### config.mk
export PLATFORM = sky130hd
export DESIGN_NAME = gpp_port
export DESIGN_NICKNAME = d
export VERILOG_FILES = /design/src/logic/gpp_pkg.sv /design/src/logic/gpp_sync2.sv /design/src/logic/gpp_port.sv
export SDC_FILE = /design/constraint.sdc
export NUM_CORES = 1
export LEC_CHECK = 0
export BUFFER_PORTS_ARGS = -buffer_cell sky130_fd_sc_hd__buf_2
export CAP_MARGIN = 15
export CORE_AREA = 2 2 157 159
export CTS_CLUSTER_DIAMETER = 200
export CTS_CLUSTER_SIZE = 20
export DETAILED_ROUTE_END_ITERATION = 10
export DIE_AREA = 0 0 159 161
export PLACE_DENSITY = 0.83
export SLEW_MARGIN = 5
export SYNTH_ARGS = -nofsm -noshare
export SYNTH_HDL_FRONTEND = slang
export SYNTH_HIERARCHICAL = 1
export SYNTH_SLANG_ARGS = --single-unit
export TNS_END_PERCENT = 5
### constraint.sdc
create_clock -name clk -period 2.2 [get_ports clk]
set_input_delay 0.44 -clock clk [delete_from_list [all_inputs] [get_ports clk]]
set_output_delay 0.44 -clock clk [all_outputs]
set_load 0.02 [all_outputs]
### src/logic/gpp_pkg.sv
// gpp_pkg: register map, pin config layout and pin routing constants
// for the eight-pin general purpose port; shared by all port logic.
package gpp_pkg;
  localparam int NPIN = 8;
  localparam int AW = 8;
  localparam logic [7:0] RST_BYTE = 8'h00;
  localparam logic [1:0] RESP_OK = 2'h0;
  localparam logic [1:0] RESP_ERR = 2'h2;

  localparam logic [7:0] ADR_DIR = 8'h00;
  localparam logic [7:0] ADR_DIRSET = 8'h04;
  localparam logic [7:0] ADR_DIRCLR = 8'h08;
  localparam logic [7:0] ADR_DIRTGL = 8'h0C;
  localparam logic [7:0] ADR_OUT = 8'h10;
  localparam logic [7:0] ADR_OUTSET = 8'h14;
  localparam logic [7:0] ADR_OUTCLR = 8'h18;
  localparam logic [7:0] ADR_OUTTGL = 8'h1C;
  localparam logic [7:0] ADR_IN = 8'h20;
  localparam logic [7:0] ADR_FLAGS = 8'h24;
  localparam logic [7:0] ADR_MASK0 = 8'h28;
  localparam logic [7:0] ADR_MASK1 = 8'h2C;
  localparam logic [7:0] ADR_MPC = 8'h30;
  localparam logic [7:0] ADR_MULTI = 8'h34;
  localparam logic [7:0] ADR_OCFG = 8'h38;
  localparam logic [7:0] ADR_REMAP = 8'h3C;
  localparam logic [7:0] ADR_PCFG0 = 8'h40;
  localparam logic [7:0] ADR_PCFG_STEP = 8'h04;

  // output routing bits and remap bits
  localparam int OCFG_CLK = 0;
  localparam int OCFG_RTC = 1;
  localparam int OCFG_EVT = 2;
  localparam int RMP_USART = 0;
  localparam int RMP_SPI = 1;
  localparam int RMP_TMR = 2;

  localparam logic [2:0] PIN_CLKO = 3'h7;
  localparam logic [2:0] PIN_RTCO = 3'h6;
  localparam logic [2:0] PIN_EVO = 3'h2;
  localparam logic [2:0] PIN_USART = 3'h3;
  localparam logic [2:0] PIN_USART_ALT = 3'h7;
  localparam logic [2:0] PIN_SPI = 3'h5;
  localparam logic [2:0] PIN_SPI_ALT = 3'h1;
  localparam logic [2:0] PIN_TMR = 3'h0;
  localparam logic [2:0] PIN_TMR_ALT = 3'h4;

  typedef enum logic [2:0] {
    ISC_BOTH = 3'h0,
    ISC_RISE = 3'h1,
    ISC_FALL = 3'h2,
    ISC_LOW = 3'h3
  } gpp_isc_t;

  typedef enum logic [2:0] {
    OPC_TOTEM = 3'h0,
    OPC_KEEP = 3'h1,
    OPC_PDN = 3'h2,
    OPC_PUP = 3'h3,
    OPC_WOR = 3'h4,
    OPC_WAND = 3'h5,
    OPC_WORPD = 3'h6,
    OPC_WANDPU = 3'h7
  } gpp_opc_t;

  typedef struct packed {
    logic slew;
    logic inv;
    gpp_opc_t opc;
    gpp_isc_t isc;
  } gpp_pcfg_t;

  typedef struct packed {
    logic en;
    logic val;
  } gpp_alt_t;
endpackage : gpp_pkg

### src/logic/gpp_sync2.sv
// gpp_sync2: two flip-flop synchroniser, W bits wide.
// assumes each bit is an independent level; no bus coherence.
`timescale 1ns/1ps
`default_nettype none
module gpp_sync2 #(
  parameter int W = 8
) (
  input wire logic clk,
  input wire logic rstn,
  input wire logic [W-1:0] d,
  output logic [W-1:0] q
);
  logic [W-1:0] meta_q;

  always_ff @(posedge clk or negedge rstn) begin
    if (!rstn) begin
      meta_q <= '0;
      q <= '0;
    end else begin
      meta_q <= d;
      q <= meta_q;
    end
  end
endmodule : gpp_sync2
`default_nettype wire

### src/logic/gpp_port.sv
// gpp_port: eight-pin general purpose port behind an AXI4-Lite slave.
// assumes pads resolve pin_o/pin_oe_n/pulls; peripherals on clk domain.
`timescale 1ns/1ps
`default_nettype none
module gpp_port (
  input wire logic clk,
  input wire logic rstn,
  input wire logic [7:0] awaddr,
  input wire logic awvalid,
  output logic awready,
  input wire logic [31:0] wdata,
  input wire logic [3:0] wstrb,
  input wire logic wvalid,
  output logic wready,
  output logic [1:0] bresp,
  output logic bvalid,
  input wire logic bready,
  input wire logic [7:0] araddr,
  input wire logic arvalid,
  output logic arready,
  output logic [31:0] rdata,
  output logic [1:0] rresp,
  output logic rvalid,
  input wire logic rready,
  input wire logic [7:0] pin_i,
  output logic [7:0] pin_o,
  output logic [7:0] pin_oe_n,
  output logic [7:0] pull_up,
  output logic [7:0] pull_dn,
  output logic [7:0] slew_lim,
  input wire logic port_clk_en,
  input wire logic rtc_clk_i,
  input wire logic evt_i,
  input wire gpp_pkg::gpp_alt_t alt_usart,
  input wire gpp_pkg::gpp_alt_t alt_spi,
  input wire gpp_pkg::gpp_alt_t alt_tmr,
  output logic irq0,
  output logic irq1,
  output logic [7:0] evt_o,
  output logic wake_o
);
  localparam int N = gpp_pkg::NPIN;

  logic aw_free_q, w_free_q, ar_free_q, bvalid_q, rvalid_q;
  logic [7:0] wa_q, wd_q;
  logic ws_q;
  logic [1:0] bresp_q, rresp_q;
  logic [31:0] rdata_q;
  logic [7:0] dir_q, out_q, mask0_q, mask1_q, flag_q, mpc_q;
  logic [7:0] ocfg_q, remap_q, prev_q, keep_q, evt_q;
  gpp_pkg::gpp_pcfg_t cfg_q [N];
  logic [7:0] pin_s, pin_v, det, clr;
  logic [7:0] drv, val, pu, pd;
  logic [7:0] pin_o_q, oe_n_q, pu_q, pd_q, slew_q;
  logic irq0_q, irq1_q, clkdiv_q;
  logic irq0_d;
  logic rtc_s;
  logic wr_go, we;
  logic [7:0] rd_d;
  logic rok_d;

  assign awready = aw_free_q;
  assign wready = w_free_q;
  assign bvalid = bvalid_q;
  assign bresp = bresp_q;
  assign arready = ar_free_q;
  assign rvalid = rvalid_q;
  assign rdata = rdata_q;
  assign rresp = rresp_q;
  assign pin_o = pin_o_q;
  assign pin_oe_n = oe_n_q;
  assign pull_up = pu_q;
  assign pull_dn = pd_q;
  assign slew_lim = slew_q;
  assign irq0 = irq0_q;
  assign irq1 = irq1_q;
  assign evt_o = evt_q;

  // both halves of a write held and no response pending
  assign wr_go = !aw_free_q && !w_free_q && !bvalid_q;
  assign we = wr_go && ws_q;

  function automatic logic addr_ok(input logic [7:0] a);
    addr_ok = (a <= gpp_pkg::ADR_REMAP && a[1:0] == 2'h0) ||
      (a >= gpp_pkg::ADR_PCFG0 && a[1:0] == 2'h0 &&
       a < gpp_pkg::ADR_PCFG0 + 8'(N) * gpp_pkg::ADR_PCFG_STEP);
  endfunction : addr_ok

  // write channel: address and data taken in either order
  always_ff @(posedge clk or negedge rstn) begin
    if (!rstn) begin
      aw_free_q <= 1'b1;
      w_free_q <= 1'b1;
      bvalid_q <= 1'b0;
      bresp_q <= gpp_pkg::RESP_OK;
      wa_q <= gpp_pkg::RST_BYTE;
      wd_q <= gpp_pkg::RST_BYTE;
      ws_q <= 1'b0;
    end else begin
      if (awvalid && aw_free_q) begin
        aw_free_q <= 1'b0;
        wa_q <= awaddr;
      end
      if (wvalid && w_free_q) begin
        w_free_q <= 1'b0;
        wd_q <= wdata[7:0];
        ws_q <= wstrb[0];
      end
      if (wr_go) begin
        bvalid_q <= 1'b1;
        bresp_q <= addr_ok(wa_q) ? gpp_pkg::RESP_OK : gpp_pkg::RESP_ERR;
      end
      if (bvalid_q && bready) begin
        bvalid_q <= 1'b0;
        aw_free_q <= 1'b1;
        w_free_q <= 1'b1;
      end
    end
  end

  always_comb begin
    rd_d = gpp_pkg::RST_BYTE;
    rok_d = 1'b1;
    case (araddr)
      gpp_pkg::ADR_DIR: rd_d = dir_q;
      gpp_pkg::ADR_DIRSET: rd_d = dir_q;
      gpp_pkg::ADR_DIRCLR: rd_d = dir_q;
      gpp_pkg::ADR_DIRTGL: rd_d = dir_q;
      gpp_pkg::ADR_OUT: rd_d = out_q;
      gpp_pkg::ADR_OUTSET: rd_d = out_q;
      gpp_pkg::ADR_OUTCLR: rd_d = out_q;
      gpp_pkg::ADR_OUTTGL: rd_d = out_q;
      gpp_pkg::ADR_IN: rd_d = pin_v;
      gpp_pkg::ADR_FLAGS: rd_d = flag_q;
      gpp_pkg::ADR_MASK0: rd_d = mask0_q;
      gpp_pkg::ADR_MASK1: rd_d = mask1_q;
      gpp_pkg::ADR_MPC: rd_d = mpc_q;
      gpp_pkg::ADR_MULTI: rd_d = gpp_pkg::RST_BYTE;
      gpp_pkg::ADR_OCFG: rd_d = ocfg_q;
      gpp_pkg::ADR_REMAP: rd_d = remap_q;
      default: begin
        rok_d = addr_ok(araddr);
        for (int i = 0; i < N; i++) begin
          if (araddr == gpp_pkg::ADR_PCFG0 +
              8'(i) * gpp_pkg::ADR_PCFG_STEP) begin
            rd_d = cfg_q[i];
          end
        end
      end
    endcase
  end

  always_ff @(posedge clk or negedge rstn) begin
    if (!rstn) begin
      ar_free_q <= 1'b1;
      rvalid_q <= 1'b0;
      rdata_q <= '0;
      rresp_q <= gpp_pkg::RESP_OK;
    end else if (arvalid && ar_free_q) begin
      ar_free_q <= 1'b0;
      rvalid_q <= 1'b1;
      rdata_q <= {24'h000000, rd_d};
      rresp_q <= rok_d ? gpp_pkg::RESP_OK : gpp_pkg::RESP_ERR;
    end else if (rvalid_q && rready) begin
      rvalid_q <= 1'b0;
      ar_free_q <= 1'b1;
    end
  end

  // set/clear/toggle aliases touch only the bits written as one
  always_ff @(posedge clk or negedge rstn) begin
    if (!rstn) begin
      dir_q <= gpp_pkg::RST_BYTE;
      out_q <= gpp_pkg::RST_BYTE;
    end else if (we) begin
      case (wa_q)
        gpp_pkg::ADR_DIR: dir_q <= wd_q;
        gpp_pkg::ADR_DIRSET: dir_q <= dir_q | wd_q;
        gpp_pkg::ADR_DIRCLR: dir_q <= dir_q & ~wd_q;
        gpp_pkg::ADR_DIRTGL: dir_q <= dir_q ^ wd_q;
        gpp_pkg::ADR_OUT: out_q <= wd_q;
        gpp_pkg::ADR_OUTSET: out_q <= out_q | wd_q;
        gpp_pkg::ADR_OUTCLR: out_q <= out_q & ~wd_q;
        gpp_pkg::ADR_OUTTGL: out_q <= out_q ^ wd_q;
        default: ;
      endcase
    end
  end

  always_ff @(posedge clk or negedge rstn) begin
    if (!rstn) begin
      mask0_q <= gpp_pkg::RST_BYTE;
      mask1_q <= gpp_pkg::RST_BYTE;
      mpc_q <= gpp_pkg::RST_BYTE;
      ocfg_q <= gpp_pkg::RST_BYTE;
      remap_q <= gpp_pkg::RST_BYTE;
    end else if (we) begin
      case (wa_q)
        gpp_pkg::ADR_MASK0: mask0_q <= wd_q;
        gpp_pkg::ADR_MASK1: mask1_q <= wd_q;
        gpp_pkg::ADR_MPC: mpc_q <= wd_q;
        gpp_pkg::ADR_OCFG: ocfg_q <= wd_q;
        gpp_pkg::ADR_REMAP: remap_q <= wd_q;
        default: ;
      endcase
    end
  end

  // per-pin config, or many pins at once through the multi register
  always_ff @(posedge clk or negedge rstn) begin
    if (!rstn) begin
      for (int i = 0; i < N; i++) begin
        cfg_q[i] <= gpp_pkg::RST_BYTE;
      end
    end else if (we) begin
      for (int i = 0; i < N; i++) begin
        if (wa_q == gpp_pkg::ADR_PCFG0 + 8'(i) * gpp_pkg::ADR_PCFG_STEP) begin
          cfg_q[i] <= wd_q;
        end else if (wa_q == gpp_pkg::ADR_MULTI && mpc_q[i]) begin
          cfg_q[i] <= wd_q;
        end
      end
    end
  end

  gpp_sync2 #(.W(N)) u_pin_sync (
    .clk(clk),
    .rstn(rstn),
    .d(pin_i),
    .q(pin_s)
  );

  gpp_sync2 #(.W(1)) u_rtc_sync (
    .clk(clk),
    .rstn(rstn),
    .d(rtc_clk_i),
    .q(rtc_s)
  );

  always_comb begin
    for (int i = 0; i < N; i++) begin
      pin_v[i] = pin_s[i] ^ cfg_q[i].inv;
      case (cfg_q[i].isc)
        gpp_pkg::ISC_BOTH: det[i] = pin_v[i] ^ prev_q[i];
        gpp_pkg::ISC_RISE: det[i] = pin_v[i] & ~prev_q[i];
        gpp_pkg::ISC_FALL: det[i] = ~pin_v[i] & prev_q[i];
        gpp_pkg::ISC_LOW: det[i] = ~pin_v[i];
        default: det[i] = 1'b0;
      endcase
    end
  end

  assign clr = (we && wa_q == gpp_pkg::ADR_FLAGS) ? wd_q : 8'h00;
  assign irq0_d = |(flag_q & mask0_q);

  // a detection in the clearing cycle keeps its flag set
  always_ff @(posedge clk or negedge rstn) begin
    if (!rstn) begin
      flag_q <= gpp_pkg::RST_BYTE;
      prev_q <= gpp_pkg::RST_BYTE;
      evt_q <= gpp_pkg::RST_BYTE;
      irq0_q <= 1'b0;
      irq1_q <= 1'b0;
    end else begin
      if (port_clk_en) begin
        prev_q <= pin_v;
      end
      evt_q <= port_clk_en ? det : 8'h00;
      flag_q <= (flag_q & ~clr) | (port_clk_en ? det : 8'h00);
      irq0_q <= irq0_d;
      irq1_q <= |(flag_q & mask1_q);
    end
  end

  // clockless path: prev_q is frozen while the port clock is off, so a
  // raw pin differing from it (or a low level) wakes with no edge needed
  always_comb begin
    wake_o = 1'b0;
    for (int i = 0; i < N; i++) begin
      if (!port_clk_en && (mask0_q[i] || mask1_q[i]) &&
          (cfg_q[i].isc == gpp_pkg::ISC_LOW ?
           !(pin_i[i] ^ cfg_q[i].inv) :
           ((pin_i[i] ^ cfg_q[i].inv) != prev_q[i]))) begin
        wake_o = 1'b1;
      end
    end
  end

  // peripheral clock out is clk/2: a pin cannot carry clk from a flop
  always_ff @(posedge clk or negedge rstn) begin
    if (!rstn) begin
      clkdiv_q <= 1'b0;
    end else begin
      clkdiv_q <= ~clkdiv_q;
    end
  end

  always_comb begin
    for (int i = 0; i < N; i++) begin
      logic d;
      logic v;
      d = dir_q[i];
      v = out_q[i] ^ cfg_q[i].inv;
      if (ocfg_q[gpp_pkg::OCFG_CLK] && 3'(i) == gpp_pkg::PIN_CLKO) begin
        d = 1'b1;
        v = clkdiv_q;
      end
      if (ocfg_q[gpp_pkg::OCFG_RTC] && 3'(i) == gpp_pkg::PIN_RTCO) begin
        d = 1'b1;
        v = rtc_s;
      end
      if (ocfg_q[gpp_pkg::OCFG_EVT] && 3'(i) == gpp_pkg::PIN_EVO) begin
        d = 1'b1;
        v = evt_i;
      end
      if (alt_tmr.en && 3'(i) == (remap_q[gpp_pkg::RMP_TMR] ?
          gpp_pkg::PIN_TMR_ALT : gpp_pkg::PIN_TMR)) begin
        d = 1'b1;
        v = alt_tmr.val;
      end
      if (alt_spi.en && 3'(i) == (remap_q[gpp_pkg::RMP_SPI] ?
          gpp_pkg::PIN_SPI_ALT : gpp_pkg::PIN_SPI)) begin
        d = 1'b1;
        v = alt_spi.val;
      end
      if (alt_usart.en && 3'(i) == (remap_q[gpp_pkg::RMP_USART] ?
          gpp_pkg::PIN_USART_ALT : gpp_pkg::PIN_USART)) begin
        d = 1'b1;
        v = alt_usart.val;
      end
      val[i] = v;
      case (cfg_q[i].opc)
        gpp_pkg::OPC_WOR, gpp_pkg::OPC_WORPD: drv[i] = d & v;
        gpp_pkg::OPC_WAND, gpp_pkg::OPC_WANDPU: drv[i] = d & ~v;
        default: drv[i] = d;
      endcase
      case (cfg_q[i].opc)
        gpp_pkg::OPC_PUP, gpp_pkg::OPC_WANDPU: begin
          pu[i] = ~drv[i];
          pd[i] = 1'b0;
        end
        gpp_pkg::OPC_PDN, gpp_pkg::OPC_WORPD: begin
          pu[i] = 1'b0;
          pd[i] = ~drv[i];
        end
        gpp_pkg::OPC_KEEP: begin
          pu[i] = ~drv[i] & keep_q[i];
          pd[i] = ~drv[i] & ~keep_q[i];
        end
        default: begin
          pu[i] = 1'b0;
          pd[i] = 1'b0;
        end
      endcase
    end
  end

  always_ff @(posedge clk or negedge rstn) begin
    if (!rstn) begin
      pin_o_q <= gpp_pkg::RST_BYTE;
      oe_n_q <= 8'hFF;
      pu_q <= gpp_pkg::RST_BYTE;
      pd_q <= gpp_pkg::RST_BYTE;
      slew_q <= gpp_pkg::RST_BYTE;
      keep_q <= gpp_pkg::RST_BYTE;
    end else begin
      pin_o_q <= val;
      oe_n_q <= ~drv;
      pu_q <= pu;
      pd_q <= pd;
      keep_q <= pin_s;
      for (int i = 0; i < N; i++) begin
        slew_q[i] <= cfg_q[i].slew;
      end
    end
  end
endmodule : gpp_port
`default_nettype wire

==> results.md <==
* Failing checks: negative setup slack
* Total power at 14.96 mW
* Placement Setup Slack at -0.04971 ns
* Clock Skew at around 0.034 ns
* Worst Hold End: u_rtc_sync/meta_q
* R2R Path Start: wready
* MaxCap Viol Count at 0
* CORE AREA at approximately 24,000 um^2
* 1st-pass router iterations at 5
* Largest net degree at the start of global routing at 66
* Starting density of the core at 0.5187
* Num CTS Buffers at 16
* Hold_sp: rtc_clk_i
* CP Capture Type: output port
* Fin worst setup slack at -0.3888 ns
* Flops & latches, synth at approximately 250
* Final instance area at 14,750 um^2
* Yosys cell types at between 60 and 70
* Startpoint types: flop
* Layout cells sized above 1 at 0.2890
* EDFF count, synth at 0
* Post-route DRC at 0
* Syn avg cell area at around 11 um^2
* Hold Vio Cnt, Final at 0
* Type of the worst setup path: flop to output port
* WHS at 0.05886 ns
* Hold Crit Class: input port to flop
* Fin nets at 1,460
* Area delta synth->final at 18.70%
* DRT Wirelength at 36.06 mm
* Ranking of synthesized cells by area: dfrtp_1, mux2_2, ha_1, mux2i_1, nand2_1
* Clock latency on the worst-skew pair at between 0.5 and 0.6 ns
* ANT cells at 0
* Area after DPL at roughly 14,000 um^2
* Seq/Total Area, Yosys at 0.4944
* Vias/cell at 5.962
* Dpl cells at around 1,600
* Vias in the first global route at between 9,000 and 10,000
* Post-synth top flop: dfrtp_1
* Worst Path Arrival at between 2 and 2.5 ns
* Max FFs per register at 64
* RSZ-0062 raised after global routing: yes
* P per Cell Area at 1014 nW/um^2
* Final Instance Count excl. Fillers at approximately 1,700
* Port buffer count at 114
* CTS tree: built
* Peak supply drop at ~0.7 mV
* Gr ovfl total at 0
* Detailed Place HPWL at 26.39 mm
* Tcrit/Tclk final at 1.177
* WHS Path Cells at 1
* Initial antenna violation count at 0
* Ports at about 170
* Die Y at ~160 um
* DR vias at between 9,000 and 10,000
* 1st-iter DRT viols at slightly above 1,000
* Rows at 57
* Die width at approximately 160 um
* LEAKAGE at roughly 6.8 nW
* Final Max Tran Viols at 0
* Worst-margin pin slew at roughly 0.75 ns
* Routed WL per cell at 21.59 um
* Fmax at roughly 0.39 GHz
* Crit path time final at 2.589 ns
* Cell Area, Synth at about 12,000 um^2
* RD Place Congestion at 0.9588
* Warnings from Yosys at 6
* Largest Register: cfg_q
* Final setup fails at 1
* Leading area contributor after synthesis: dfrtp_1
* Clock root cell: clkbuf_16
* Top-area cell type share of the netlist area at 0.4711
* Rel. slew slack at 0.4969
* Required @ worst endpoint at about 1.8 ns
* RR Endpoint: mask0_q[5]
* Ys async rst share at 1.000
* Reg clk slew, reported paths at ~0.09 ns
* First-pass GRT wire length at roughly 56 mm
* Maximum level of the CTS H-tree at 1
* Tot GR Track Use at 0.2808
* Outcome: complete, but fails checks
* R2r worst-path depth at 4
* R2R Setup Slk at 0.04 ns
* Post-synthesis cell count at around 1,100
* Bufs on Longest Clock Path at 3
* Die area at approximately 26,000 um^2
* Sinks on the clock net at around 250
* Post-route ant nets at 0
* Maximum fanout along the worst path at 2
[layout make-up]
cell class                      count  area [um^2]
Fill cell                        1889         9209
Inverter                           82        307.8
Sequential cell                   245         6147
Multi-Input combinational cell    764         5816
Tap cell                          324        405.4
Clock inverter                      1        16.27
Clock buffer                       27        462.9
Timing Repair Buffer              227         1599
[cells in the mapped netlist, types with 16 or more instances]
cell      number
mux2_2        77
clkbuf_1      35
inv_1         81
mux2i_1       48
nand2_1       90
ha_1          48
dfrtp_1      234
buf_4         28
o21ai_0       66
a21oi_1       57
xnor2_1       27
nor2_1        71
a22oi_1       24
nor3_1        16
[kinds of logic after synthesis]
kind of cell             after synthesis  synth area share
adder cells (fa/ha/maj)               48           0.04832
XOR/XNOR                              37           0.02607
multiplexers                         137            0.1302
flip-flops                           245            0.4944
other                                  1         0.0003017
AND/OR/NAND/NOR                      269            0.1133
buffers and inverters                159           0.05788
AO/OA/AOI/OAI                        247            0.1296
[critical path: stages (launching register included)]
cell,delay [ns]
dfrtp_1,0.40
and3b_1,0.21
or3_4,0.38
a21oi_4,0.18
a2111oi_4,0.07
a41oi_2,0.22
buf_4,0.17
[through the flow]
| stage | utilization | TNS (ns) |
|---|---|---|
| after floorplan | - | -0.2428 |
| after global placement | 0.5856 | -0.1097 |
| after detailed placement | 0.5856 | -0.4665 |
| after CTS | 0.6092 | -0.3460 |
| after global routing | 0.6157 | -0.7813 |
| final | 0.6157 | -0.3888 |
[report_power, final]
| part | switching, mW | internal [mW] | leakage (nW) |
|---|---|---|---|
| Sequential | 0.832 | 5.43 | 3.16 |
| Combinational | 3.45 | 2.23 | 3.43 |
| Clock | 1.56 | 1.47 | 0.229 |
| Total | 5.84 | 9.13 | 6.83 |
[routing by layer]
layer  track usage  vias up  share of wire
li1              -     4382              -
met1        0.3813     4850           0.40
met2        0.4318      601           0.45
met3       0.06061      123           0.10
met4        0.1388        0          0.058
met5             0        -              0
[timing repair]
action | in CTS | in global routing
buffers inserted | 5 | 3
pin swaps | 4 | 13
hold buffers | 1 | 0
setup endpoints to repair | 25 | 66
gates resized for setup | 10 | 27
endpoints found under the hold margin | 26 | 0
[worst max-delay path by stage]
| stage | start | to | slack, ns | cells past startpoint |
|---|---|---|---|---|
| 2_1_floorplan | wa_q[1] | cfg_q[0] | -0.02 | 6 |
| 3_3_place_gp | pin_i[4] | wake_o | -0.04 | 7 |
| 3_5_place_dp | wready | mask0_q[4] | -0.05 | 4 |
| 4_1_cts | cfg_q[24] | wake_o | -0.35 | 6 |
| 5_1_grt | cfg_q[25] | wake_o | -0.44 | 6 |
| 6_report | cfg_q[25] | wake_o | -0.39 | 6 |
[layout by cell type (no fill, tap or decap), drive strengths merged, types with 8 or more instances in the layout]
cell	instances
nor4	18
a22oi	24
xor2	10
nand3	10
nand2b	9
o21ai	67
clkbuf	27
dfstp	11
a21o	10
mux4	12
nor3	16
dfrtp	234
nand2	90
nor2	78
conb	26
a21oi	57
inv	82
mux2i	48
buf	226
ha	48
o31ai	11
a31oi	8
mux2	77
a221oi	13
a211oi	11
xnor2	27
(Power assumes the default switching activity.)
